<file path="src/rtl/emi_pkg.sv">
// Notes on behaviour
// - Every internal interrupt event sets a status flag to one; line sag and zero crossing loss share flag 1.
// - Interrupt request goes low while any set flag other than flag 6 has its enable bit at one.
// - Flag 0 sets on a 0 to 1 change of the energy MSB.
// - Flag 1 sets on a line sag or when zero crossings stop.
// - Flag 2 sets when accumulation over the half cycle count ends.
// - Flag 3 sets whenever a new waveform sample is loaded.
// - Flag 4 follows the zero crossing level and never latches.
// - Flag 5 sets when a temperature result becomes readable.
// - Flag 6 sets at end of any reset and can never request an interrupt.
// - Flag 7 sets when the active energy register overflows.
package emi_pkg;

    // Register indices; byte address is four times the index
    localparam logic [7:0] IDX_FLAGS     = 8'h04;
    localparam logic [7:0] IDX_FLAGS_CLR = 8'h05;
    localparam logic [7:0] IDX_MASK      = 8'h0A;

    // Flag positions
    localparam int BIT_HALF_FULL = 0;
    localparam int BIT_SAG       = 1;
    localparam int BIT_CYC_DONE  = 2;
    localparam int BIT_WAVE      = 3;
    localparam int BIT_ZX        = 4;
    localparam int BIT_TEMP      = 5;
    localparam int BIT_RST_DONE  = 6;
    localparam int BIT_OVF       = 7;

    // Reset values; reset-done flag is up as the reset ends
    localparam logic [7:0] FLAGS_RST = 8'h40;
    localparam logic [7:0] MASK_RST  = 8'h00;
    // Flags allowed onto the request line (reset-done excluded)
    localparam logic [7:0] IRQ_ABLE  = 8'hBF;
    // Flags that latch and are cleared by a clearing read
    localparam logic [7:0] LATCHED   = 8'hEF;

    // AXI responses
    localparam logic [1:0] RESP_OKAY   = 2'h0;
    localparam logic [1:0] RESP_SLVERR = 2'h2;
    localparam logic [1:0] RESP_DECERR = 2'h3;

    // Internal event sources, all on clk
    typedef struct packed {
        logic energy_msb;   // Level: MSB of accumulated energy
        logic energy_ovf;   // Pulse: energy register overflow
        logic sag;          // Pulse: line sag detected
        logic zx_lost;      // Pulse: zero crossings stopped
        logic cycle_done;   // Pulse: line cycle accumulation finished
        logic wave_sample;  // Pulse: new waveform sample loaded
        logic zx_level;     // Level: zero crossing logic output
        logic temp_done;    // Pulse: temperature result ready
        logic sw_reset;     // Level: software reset in progress
    } emi_evt_t;

endpackage : emi_pkg

</file>
<file path="src/rtl/emi_edge.sv">
`timescale 1ns/1ps
// Edge finder for level sources on clk
module emi_edge #(
    parameter int W = 2
) (
    input  wire logic         clk,   // System clock
    input  wire logic         rstn,  // Async reset, active low
    input  wire logic [W-1:0] lvl,   // Levels to watch
    output logic      [W-1:0] rise,  // One-cycle pulse on 0 to 1
    output logic      [W-1:0] fall   // One-cycle pulse on 1 to 0
);
    logic [W-1:0] prev_q;

    // Previous level; zero after reset so a level high at release counts as a rise
    always_ff @(posedge clk or negedge rstn) begin
        if (!rstn) begin
            prev_q <= '0;
        end else begin
            prev_q <= lvl;
        end
    end

    // Per-bit edges
    genvar i;
    generate
        for (i = 0; i < W; i++) begin : g_edge
            assign rise[i] = lvl[i] & ~prev_q[i];
            assign fall[i] = ~lvl[i] & prev_q[i];
        end
    endgenerate

endmodule : emi_edge

</file>
<file path="src/rtl/emi_top.sv">
// Design decision made here: the AXI4-Lite interface to the registers.
`timescale 1ns/1ps
// Interrupt flags, enables and request line behind an AXI4-Lite slave
module emi_top #(
    parameter int AW = 8
) (
    input  wire logic              clk,      // System clock, 125 MHz
    input  wire logic              rstn,     // Async reset, active low
    input  wire emi_pkg::emi_evt_t evt,      // Internal event sources
    output logic                   irq_n,    // Interrupt request, active low
    input  wire logic [AW-1:0]     awaddr,   // Write address
    input  wire logic              awvalid,  // Write address valid
    output logic                   awready,  // Write address ready
    input  wire logic [31:0]       wdata,    // Write data
    input  wire logic [3:0]        wstrb,    // Write strobes
    input  wire logic              wvalid,   // Write data valid
    output logic                   wready,   // Write data ready
    output logic [1:0]             bresp,    // Write response
    output logic                   bvalid,   // Write response valid
    input  wire logic              bready,   // Write response ready
    input  wire logic [AW-1:0]     araddr,   // Read address
    input  wire logic              arvalid,  // Read address valid
    output logic                   arready,  // Read address ready
    output logic [31:0]            rdata,    // Read data
    output logic [1:0]             rresp,    // Read response
    output logic                   rvalid,   // Read data valid
    input  wire logic              rready    // Read data ready
);
    logic [7:0]    flags_q;
    logic [7:0]    flags_d;
    logic [7:0]    mask_q;
    logic [7:0]    set_v;
    logic [1:0]    rise_v;
    logic [1:0]    fall_v;
    logic          aw_have_q;
    logic          w_have_q;
    logic [AW-1:0] awaddr_q;
    logic [31:0]   wdata_q;
    logic [3:0]    wstrb_q;
    logic          ar_hs;
    logic          clr_rd;

    // Flag positions under short local names
    localparam int BIT_HALF_FULL = emi_pkg::BIT_HALF_FULL;
    localparam int BIT_SAG       = emi_pkg::BIT_SAG;
    localparam int BIT_CYC_DONE  = emi_pkg::BIT_CYC_DONE;
    localparam int BIT_WAVE      = emi_pkg::BIT_WAVE;
    localparam int BIT_ZX        = emi_pkg::BIT_ZX;
    localparam int BIT_TEMP      = emi_pkg::BIT_TEMP;
    localparam int BIT_RST_DONE  = emi_pkg::BIT_RST_DONE;
    localparam int BIT_OVF       = emi_pkg::BIT_OVF;

    // Register index from a byte address
    function automatic logic [7:0] reg_idx(input logic [AW-1:0] a);
        reg_idx = 8'(a >> 2);
    endfunction : reg_idx

    // Level sources: energy MSB and software reset
    emi_edge #(
        .W(2)
    ) u_edge (
        .clk (clk),
        .rstn(rstn),
        .lvl ({evt.sw_reset, evt.energy_msb}),
        .rise(rise_v),
        .fall(fall_v)
    );

    // Event set vector; sag and zero crossing loss share flag 1
    always_comb begin
        set_v                = 8'h00;
        set_v[BIT_HALF_FULL] = rise_v[0];
        set_v[BIT_SAG]       = evt.sag | evt.zx_lost;
        set_v[BIT_CYC_DONE]  = evt.cycle_done;
        set_v[BIT_WAVE]      = evt.wave_sample;
        set_v[BIT_TEMP]      = evt.temp_done;
        set_v[BIT_RST_DONE]  = fall_v[1];
        set_v[BIT_OVF]       = evt.energy_ovf;
    end

    assign ar_hs  = arvalid & arready;
    assign clr_rd = ar_hs & (reg_idx(araddr) == emi_pkg::IDX_FLAGS_CLR);

    // Next flags: set wins over a clearing read in the same cycle so no event is lost
    always_comb begin
        flags_d = flags_q;
        if (clr_rd) begin
            flags_d = flags_q & ~emi_pkg::LATCHED;
        end
        flags_d         = flags_d | set_v;
        flags_d[BIT_ZX] = evt.zx_level;
    end

    // Status flags
    always_ff @(posedge clk or negedge rstn) begin
        if (!rstn) begin
            flags_q <= emi_pkg::FLAGS_RST;
        end else begin
            flags_q <= flags_d;
        end
    end

    // Request line from the next state so it tracks flags_q and mask_q exactly
    always_ff @(posedge clk or negedge rstn) begin
        if (!rstn) begin
            irq_n <= 1'b1;
        end else begin
            irq_n <= ~|(flags_d & mask_d() & emi_pkg::IRQ_ABLE);
        end
    end

    // Write channel capture; each channel taken independently
    always_ff @(posedge clk or negedge rstn) begin
        if (!rstn) begin
            aw_have_q <= 1'b0;
            w_have_q  <= 1'b0;
            awaddr_q  <= '0;
            wdata_q   <= 32'h0000_0000;
            wstrb_q   <= 4'h0;
        end else begin
            if (awvalid && awready) begin
                aw_have_q <= 1'b1;
                awaddr_q  <= awaddr;
            end else if (bvalid && bready) begin
                aw_have_q <= 1'b0;
            end
            if (wvalid && wready) begin
                w_have_q <= 1'b1;
                wdata_q  <= wdata;
                wstrb_q  <= wstrb;
            end else if (bvalid && bready) begin
                w_have_q <= 1'b0;
            end
        end
    end

    // Next mask value, applied when both halves of a mask write with the lane 0 strobe on are held
    function automatic logic [7:0] mask_d();
        mask_d = mask_q;
        if (aw_have_q && w_have_q && !bvalid && wstrb_q[0]
            && reg_idx(awaddr_q) == emi_pkg::IDX_MASK) begin
            mask_d = wdata_q[7:0];
        end
    endfunction : mask_d

    // Enable register, same layout as the flags
    always_ff @(posedge clk or negedge rstn) begin
        if (!rstn) begin
            mask_q <= emi_pkg::MASK_RST;
        end else begin
            mask_q <= mask_d();
        end
    end

    // Ready flags; low while a write is held or its response pending
    always_ff @(posedge clk or negedge rstn) begin
        if (!rstn) begin
            awready <= 1'b0;
            wready  <= 1'b0;
        end else begin
            awready <= ~aw_have_q & ~(awvalid & awready) & ~bvalid;
            wready  <= ~w_have_q & ~(wvalid & wready) & ~bvalid;
        end
    end

    // Write response; read-only targets answer SLVERR, holes DECERR
    always_ff @(posedge clk or negedge rstn) begin
        if (!rstn) begin
            bvalid <= 1'b0;
            bresp  <= emi_pkg::RESP_OKAY;
        end else if (bvalid) begin
            bvalid <= ~bready;
        end else if (aw_have_q && w_have_q) begin
            bvalid <= 1'b1;
            case (reg_idx(awaddr_q))
                emi_pkg::IDX_MASK:      bresp <= emi_pkg::RESP_OKAY;
                emi_pkg::IDX_FLAGS,
                emi_pkg::IDX_FLAGS_CLR: bresp <= emi_pkg::RESP_SLVERR;
                default:                bresp <= emi_pkg::RESP_DECERR;
            endcase
        end
    end

    // Read channel: one read at a time, answer one cycle after the address
    always_ff @(posedge clk or negedge rstn) begin
        if (!rstn) begin
            arready <= 1'b0;
            rvalid  <= 1'b0;
            rdata   <= 32'h0000_0000;
            rresp   <= emi_pkg::RESP_OKAY;
        end else if (rvalid) begin
            rvalid  <= ~rready;
            arready <= rready;
        end else if (ar_hs) begin
            arready <= 1'b0;
            rvalid  <= 1'b1;
            rdata   <= 32'h0000_0000;
            rresp   <= emi_pkg::RESP_OKAY;
            case (reg_idx(araddr))
                emi_pkg::IDX_FLAGS:     rdata[7:0] <= flags_q;
                emi_pkg::IDX_FLAGS_CLR: rdata[7:0] <= flags_q;
                emi_pkg::IDX_MASK:      rdata[7:0] <= mask_q;
                default:                rresp      <= emi_pkg::RESP_DECERR;
            endcase
        end else begin
            arready <= 1'b1;
        end
    end

    // Checks on flag setting, clearing and the request line
    ovf_flag_a: assert property (@(posedge clk) disable iff (!rstn)
        evt.energy_ovf |=> flags_q[BIT_OVF])
        else $error("overflow flag not set");
    sag_flag_a: assert property (@(posedge clk) disable iff (!rstn)
        (evt.sag || evt.zx_lost) |=> flags_q[BIT_SAG])
        else $error("sag flag not set");
    cycle_flag_a: assert property (@(posedge clk) disable iff (!rstn)
        evt.cycle_done |=> flags_q[BIT_CYC_DONE])
        else $error("cycle flag not set");
    wave_flag_a: assert property (@(posedge clk) disable iff (!rstn)
        evt.wave_sample |=> flags_q[BIT_WAVE])
        else $error("sample flag not set");
    temp_flag_a: assert property (@(posedge clk) disable iff (!rstn)
        evt.temp_done |=> flags_q[BIT_TEMP])
        else $error("temperature flag not set");
    half_full_a: assert property (@(posedge clk) disable iff (!rstn)
        $rose(evt.energy_msb) |=> flags_q[BIT_HALF_FULL])
        else $error("half full flag not set");
    zx_follow_a: assert property (@(posedge clk) disable iff (!rstn)
        ##1 flags_q[BIT_ZX] == $past(evt.zx_level))
        else $error("zero crossing flag does not follow level");
    reset_flag_a: assert property (@(posedge clk) disable iff (!rstn)
        $fell(evt.sw_reset) |=> flags_q[BIT_RST_DONE])
        else $error("reset done flag not set");
    rst_no_irq_a: assert property (@(posedge clk) disable iff (!rstn)
        ((flags_q & mask_q) == (8'h01 << BIT_RST_DONE)) |-> irq_n)
        else $error("reset done flag drove the request line");
    set_wins_a: assert property (@(posedge clk) disable iff (!rstn)
        clr_rd |=> ((flags_q & $past(set_v)) == $past(set_v)))
        else $error("event lost during clearing read");
    irq_level_a: assert property (@(posedge clk) disable iff (!rstn)
        ##1 irq_n == !(|(flags_q & mask_q & emi_pkg::IRQ_ABLE)))
        else $error("request line disagrees with flags");
    clear_read_a: assert property (@(posedge clk) disable iff (!rstn)
        (clr_rd && set_v == 8'h00) |=> ((flags_q & emi_pkg::LATCHED) == 8'h00)
        && rvalid && rdata[7:0] == $past(flags_q))
        else $error("clearing read did not clear");
    plain_read_a: assert property (@(posedge clk) disable iff (!rstn)
        (ar_hs && reg_idx(araddr) == emi_pkg::IDX_FLAGS) |=>
        (($past(flags_q) & ~flags_q & emi_pkg::LATCHED) == 8'h00))
        else $error("plain status read cleared a flag");

endmodule : emi_top

</file>
<file path="config.mk">
export PLATFORM = sky130hd
export DESIGN_NAME = emi_top
export DESIGN_NICKNAME = d
export VERILOG_FILES = /design/src/rtl/emi_pkg.sv /design/src/rtl/emi_edge.sv /design/src/rtl/emi_top.sv
export SDC_FILE = /design/constraint.sdc
export NUM_CORES = 1
export LEC_CHECK = 0
export ABC_AREA = 1
export BUFFER_PORTS_ARGS = -buffer_cell sky130_fd_sc_hd__buf_2
export CORE_UTILIZATION = 30
export DETAILED_ROUTE_END_ITERATION = 10
export GPL_ROUTABILITY_DRIVEN = 0
export PLACE_DENSITY = 0.56
export REMOVE_ABC_BUFFERS = 1
export SLEW_MARGIN = 30
export SYNTH_ARGS = -nofsm -noshare
export SYNTH_HDL_FRONTEND = slang
export SYNTH_SLANG_ARGS = --single-unit
</file>
<file path="constraint.sdc">
create_clock -name clk -period 1.37 [get_ports clk]
set_input_delay 0.274 -clock clk [delete_from_list [all_inputs] [get_ports clk]]
set_output_delay 0.274 -clock clk [all_outputs]
set_load 0.005 [all_outputs]
</file>
==> results.md, run 1 <==
- Critical path's largest stage delay: 420 ps
- Worst EP arrival: 1560 ps
- Drt wl/cell: 10.61 um
- Pleak: 1.585 nW
- Layout cells sized above 1: 33.13%
- Part of the Yosys area used for sequential elements: 53.33%
- Syn Area/Cell: 9.513 um^2
- Cts bufs inserted: 5
- Final number of setup-violating endpoints: 0
- Clock slew at reported path FFs: 110 ps
- Peak supply drop: 947.8 uV
- RSZ-0062 raised after global routing: yes
- Antenna violations before repair: 0
- Global-route wire length before repair: roughly 7900 um
- Final Net Count: 390
- Die area: 0.008515 mm^2
- Top-Level Pins: 110
- Initial core utilization: around 31%
- Crit start category: flip-flop
- Min-delay worst type: input pin to flip-flop
- Drt drc: 0
- Worst-Skew Late Latency: between 300 and 400 ps
- Pre-CTS setup slack: roughly 35 ps
- Reg area: 0.001304 mm^2
- Number of cell rows: 32
- Switch Pwr: 1.513 mW
- Slowest cell on the critical path: dfrtp_1
- Max Fclk: 0.7670 GHz
- Initial DRC count: 85
- Gate power share: 29.0%
- Worst path bufs/invs: 1
- Most frequent cells in the layout: nand2_1, buf_2, dfrtp_1, inv_1, conb_1
- Switching part of the total power: 33.72%
- Port bufs: 54
- Area of the multi-input gates: 914.6 um^2
- Total number of vias: between 1500 and 2000
- Outcome: complete, no violations
- Max Cap Viol: 0
- Cell-internal power: 2.973 mW
- Worst path most repeated cell: nand2_1
- Root Driver: clkbuf_8
- GR Overflow Total: 0
- Clock Power Share: between 20% and 30%
- Fin crit period: ~1300 ps
- Area delta synth->final: 19.29%
- # H-tree levels: 2
- Largest net degree at the start of global routing: 26
- First drt pass iteration count: 2
- Ys Warns: 0
- Commonest non-fill, non-tap cell in the layout: nand2_1
- Die width: 92.28 um
- Flops & latches, synth: 52
- Crit. End Element: flip-flop
- Final hold slack: 79.97 ps
- Post-synthesis cell area: ~0.0024 mm^2
- Distinct cells, synth: 27
- Core footprint: 0.007807 mm^2
- Filler cells: 822
- Vias in the first global route: 1713
- HPWL after DPL: between 3000 and 4000 um
- Max clock buf depth: 2
- DIE HEIGHT: 92.28 um
- Total GRT Usage: 11.65%
- Final period util: 95.16%
- Flop pwr share: 50.8%
- Vias per cell: 4.174
- Post-Syn Instances: between 200 and 300
- Pwr dens: 1538 mW/mm^2
- Crit Path Category: flip-flop to flip-flop
- Final ANT Viol Nets: 0
- Data required time of the worst path: ~1600 ps
- CTS tree: done
- Diode count: 0
- Fin. Hold Viols: 0
- Max Slew Vio Count: 0
- WL final: 4509 um
- Worst Path Max Fanout: 7
- Crit path max-delay family: simple AND/OR/NAND/NOR gates
- Worst path cell trace: nor2_4 -> nand2_4 -> nor2_8 -> nand3_1 -> nand2_1 -> nand2_1 -> nand2_1 -> clkinv_1 -> nand2_1 -> nor2_1
- Clock Skew: between 10 and 15 ps
- Clk sinks: 52
- Final setup margin: about 66 ps
==> through the flow <==
step | instance area (um^2) | setup TNS (ps) | cells | power, mW | utilization, %
2_1_floorplan | 2331 | 0 | 253 | 3.093 | -
3_3_place_gp | 2786 | 0 | 415 | 3.530 | 35.69
3_5_place_dp | 2786 | 0 | 415 | 3.569 | 35.69
4_1_cts | 2892 | 0 | 424 | 4.502 | 37.04
5_1_grt | 2917 | -81.09 | 425 | 4.858 | 37.36
6_report | 2917 | 0 | 425 | 4.486 | 37.36
==> power groups by stage <==
| stage | clock network [mW] | registers, mW | logic (mW) |
|---|---|---|---|
| global placement | 0 | 2.28 | 1.25 |
| CTS | 0.955 | 2.26 | 1.28 |
| floorplan | 0 | 2.26 | 0.837 |
| detailed placement | 0 | 2.29 | 1.28 |
| global route | 1.02 | 2.34 | 1.49 |
| finish | 0.908 | 2.28 | 1.30 |
==> path summary, 6_finish.rpt <==
kind | slack [ps] | to | cells past startpoint | startpoint
max | 70 | irq_n | 10 | awaddr_q[6]
min | 80 | u_edge.prev_q[0] | 1 | evt[8]
max reg2reg | 70 | irq_n | 10 | awaddr_q[6]
min reg2reg | 490 | rdata[7] | 2 | rdata[7]
max in group asynchronous | 430 | rdata[7] | 3 | rstn
min in group asynchronous | 440 | flags_q[2] | 2 | rstn
==> worst reg2reg max path, stage by stage, from the launching register on <==
cell and delay, ps:
dfrtp_1 420, nor2_4 170, nand2_4 80, nor2_8 130, nand3_1 90, nand2_1 100
nand2_1 50, nand2_1 60, clkinv_1 60, nand2_1 60, nor2_1 40
==> layer usage <==
metal	up-vias	GRT usage (%)	wire length, um
met5	-	0	0
met3	4	3.234	271
met1	814	14.56	2126
met4	0	3.125	32
li1	892	-	-
met2	64	19.71	2079
==> timing repair <==
item	CTS	global route
gates resized for setup	0	5
hold endpoints to repair	15	0
hold buffers	1	0
endpoints found under the setup margin	0	1
setup buffers	0	1
==> final cells by class <==
type,instances,area share (%)
Tap cell,102,4.376
Inverter,34,4.462
Sequential cell,52,44.70
Clock buffer,5,2.360
Timing Repair Buffer,62,11.84
Clock inverter,3,0.9009
Multi-Input combinational cell,167,31.36
==> state kept, by name (all words and copies together), names as in the netlist, named ones only <==
register / flops
flags_q: 8
rdata: 8
wdata_q: 8
mask_q: 7
awaddr_q: 6
bresp: 2
u_edge.prev_q: 2
arready: 1
aw_have_q: 1
awready: 1
bvalid: 1
irq_n: 1
rresp: 1
rvalid: 1
w_have_q: 1
wready: 1
wstrb_q: 1
==> synthesized netlist by cell type (all sizes together) <==
cell,number,area share (%)
dfrtp,50,51
a22o,1,0.36
clkinv,3,0.46
conb,1,0.15
mux2,13,6.0
buf,27,8.2
nand3,21,5.0
nor2,12,3.8
o21bai,2,0.61
dfstp,2,2.1
nand4,3,1.3
nor4,1,0.26
nand2,70,12
and2,1,0.26
a21oi,4,0.82
o21ai,15,3.1
inv,31,4.8
==> kinds of logic (layout without fill, tap and decap cells) <==
| family | after synthesis | after routing | synth area share, % |
|---|---|---|---|
| AO/OA/AOI/OAI | 22 | 22 | 4.862 |
| buffers and inverters | 61 | 104 | 13.41 |
| flip-flops | 52 | 52 | 53.33 |
| multiplexers | 13 | 13 | 5.988 |
| other | 1 | 24 | 0.1534 |
| AND/OR/NAND/NOR | 108 | 108 | 22.26 |
No activity file was read; power rests on OpenSTA's default activity.
==> inputs of run 2 (changes only) <==
CORE_UTILIZATION = 35   (was 30)
PLACE_DENSITY = 0.63   (was 0.56)
==> results.md, run 2 (synthesis results as in run 1) <==
- Final ANT Viol Nets: 0 (unchanged)
- CTS tree: done
- Switch Pwr: 1.450 mW (-4.1%)
- First drt pass iteration count: 4 (+2)
- Switching part of the total power: 32.60% (-1.1 points)
- Critical path's largest stage delay: 420 ps (about the same)
- Most Crowded Layer GR: met2
- Worst R2R Path Depth: 10 (unchanged)
- Hold path depth: 1 (unchanged)
- Drt drc: 0 (unchanged)
- Number of cell rows: 30 (-6.3%)
- Worst path bufs/invs: 1 (unchanged)
- Max Cap Viol: 0 (unchanged)
- Final Net Count: 392 (+0.51%)
- Cts bufs inserted: 5 (unchanged)
- Final period util: 99.21% (+4.0 points)
- RSZ-0062 raised after global routing: yes
- Placed cells: 394 (-5.1%)
- Commonest non-fill, non-tap cell in the layout: nand2_1
- Vias in the first global route: 1609 (-6.1%)
- Crit Path Category: flip-flop to flip-flop
- Drt wl/cell: 10.99 um (+3.6%)
- Total GRT Usage: 12.81% (+1.2 points)
- Filler cells: 665 (-19%)
- Top-Level Pins: 110 (unchanged)
- Worst path most repeated cell: nand2_1
- Worst path cell trace: nor2_4 -> nand2_4 -> nor2_8 -> nand3_1 -> nand2_1 -> nand2_1 -> nand2_2 -> inv_2 -> nand2_1 -> nor2_1
- Fin. Hold Viols: 0 (unchanged)
- Crit path max-delay family: simple AND/OR/NAND/NOR gates
- Clk sinks: 52 (unchanged)
- Data required time of the worst path: 1610 ps (-20 ps)
- Fin crit period: 1359 ps (+55.42 ps)
- Initial core utilization: 36.19% (+4.9 points)
- Gate power share: 29.6% (+0.6 points)
- Crit. End Element: flip-flop
- Root Driver: clkbuf_8
- Reg area: 0.001304 mm^2 (unchanged)
- Worst EP arrival: 1600 ps (+40 ps)
- GR Overflow Total: 0 (unchanged)
- Diode count: 0 (unchanged)
- Final setup margin: 10.85 ps (-55.42 ps)
- Flop pwr share: 50.8% (about the same)
- Min-delay worst type: input pin to flip-flop
- Met1 usage: 16.36% (+1.8 points)
- Global-route wire length before repair: 7341 um (-6.8%)
- Initial DRC count: 31 (-64%)
- Pwr dens: 1535 mW/mm^2 (-0.23%)
- Core footprint: 0.006756 mm^2 (-13%)
- # H-tree levels: 2 (unchanged)
- Non-Filler Instances: 405 (-4.7%)
- Area delta synth->final: 18.58%
- Pleak: 1.601 nW (+0.99%)
- Max Slew Vio Count: 0 (unchanged)
- Slowest cell on the critical path: dfrtp_1
- Die area: 0.007323 mm^2 (-14%)
- Worst-Skew Late Latency: 300 ps (about the same)
- Antenna violations before repair: 0 (unchanged)
- Cell-internal power: 2.999 mW (+0.84%)
- Outcome: complete, no violations
- Clock slew at reported path FFs: 90 ps (-20 ps)
- Area of the multi-input gates: 912.1 um^2 (-0.27%)
- Max Fclk: 0.7358 GHz (-4.1%)
- Final number of setup-violating endpoints: 0 (unchanged)
- Total number of vias: 1716 (-3.3%)
- Most frequent cells in the layout: nand2_1, buf_2, dfrtp_1, inv_1, conb_1
- Pre-CTS setup slack: 58.46 ps (+23.00 ps)
- Port bufs: 54 (unchanged)
- Met2 usage: 21.02% (+1.3 points)
- Peak supply drop: 832.4 uV (-12%)
- Max clock buf depth: 2 (unchanged)
- Met3 usage: 3.754% (+0.52 points)
- Die width: 85.58 um (-7.3%)
- Largest net degree at the start of global routing: 25 (-3.8%)
- DIE HEIGHT: 85.58 um (-7.3%)
- HPWL after DPL: 3459 um (-1.8%)
- Clock Skew: 8.564 ps (-3.211 ps)
- Clock Power Share: 19.6% (-0.6 points)
- Worst Path Max Fanout: 7 (unchanged)
- Crit start category: flip-flop
- Layout cells sized above 1: 33.85% (+0.72 points)
- Crit. path cell count: 10 (unchanged)
- Vias per cell: 4.237 (+1.5%)
- WL final: 4452 um (-1.3%)
- Top flop regs: flags_q x8, rdata x8, wdata_q x8
[run 2: final cells by class]
cell class	instances	area share, %
sequential	52	44.97
multi-input combinational	167	31.46
timing repair buffer	64	12.43
inverter	34	4.489
tap	80	3.453
clock buffer	6	2.849
clock inverter	2	0.3453
[run 2: per-stage QoR]
| stage | total power [mW] | hold slack (ps) | setup TNS [ps] | utilization, % | area, um^2 |
|---|---|---|---|---|---|
| finish | 4.449 | 88.55 | 0 | 42.91 | 2899 |
| global route | 4.798 | 66.43 | -119.2 | 42.91 | 2899 |
| CTS | 4.479 | 78.24 | 0 | 42.46 | 2869 |
| floorplan | 3.093 | -21.59 | 0 | - | 2331 |
| global placement | 3.528 | 176.5 | 0 | 40.94 | 2766 |
| detailed placement | 3.574 | 173.4 | 0 | 40.94 | 2766 |
[run 2: final timing paths]
check / startpoint / endpoint / slack, ps
min in group asynchronous: rstn / flags_q[1] / 390
worst min-delay path: evt[8] / u_edge.prev_q[0] / 90
worst max-delay path: awaddr_q[6] / irq_n / 10
max in group asynchronous: rstn / flags_q[6] / 480
worst max register to register: awaddr_q[6] / irq_n / 10
worst min register to register: rdata[6] / rdata[6] / 480
[run 2: timing repair]
| item | CTS | global route |
|---|---|---|
| endpoints found under the hold margin | 9 | 0 |
| resized for setup | 0 | 6 |
| hold buffers | 1 | 0 |
| endpoints found under the setup margin | 0 | 1 |
| setup buffers | 0 | 2 |
[run 2: power groups by stage]
stage,clock [mW],sequential [mW],combinational [mW]
floorplan,0,2.26,0.837
global placement,0,2.28,1.25
global route,0.979,2.32,1.50
finish,0.872,2.26,1.32
CTS,0.927,2.27,1.29
detailed placement,0,2.29,1.28
[run 2: metal layers]
metal | part of all wire [%] | up-vias | wire length, um
met5 | 0 | - | 0
met4 | 1.0 | 0 | 46
met3 | 5.5 | 5 | 245
met2 | 47 | 60 | 2086
met1 | 47 | 759 | 2073
li1 | - | 892 | -
[run 2: worst register-to-register path, cell delays in order (launching register included)]
cell and delay [ps]:
dfrtp_1 420, nor2_4 190, nand2_4 90, nor2_8 160, nand3_1 80, nand2_1 90
nand2_1 70, nand2_2 70, inv_2 30, nand2_1 70, nor2_1 40
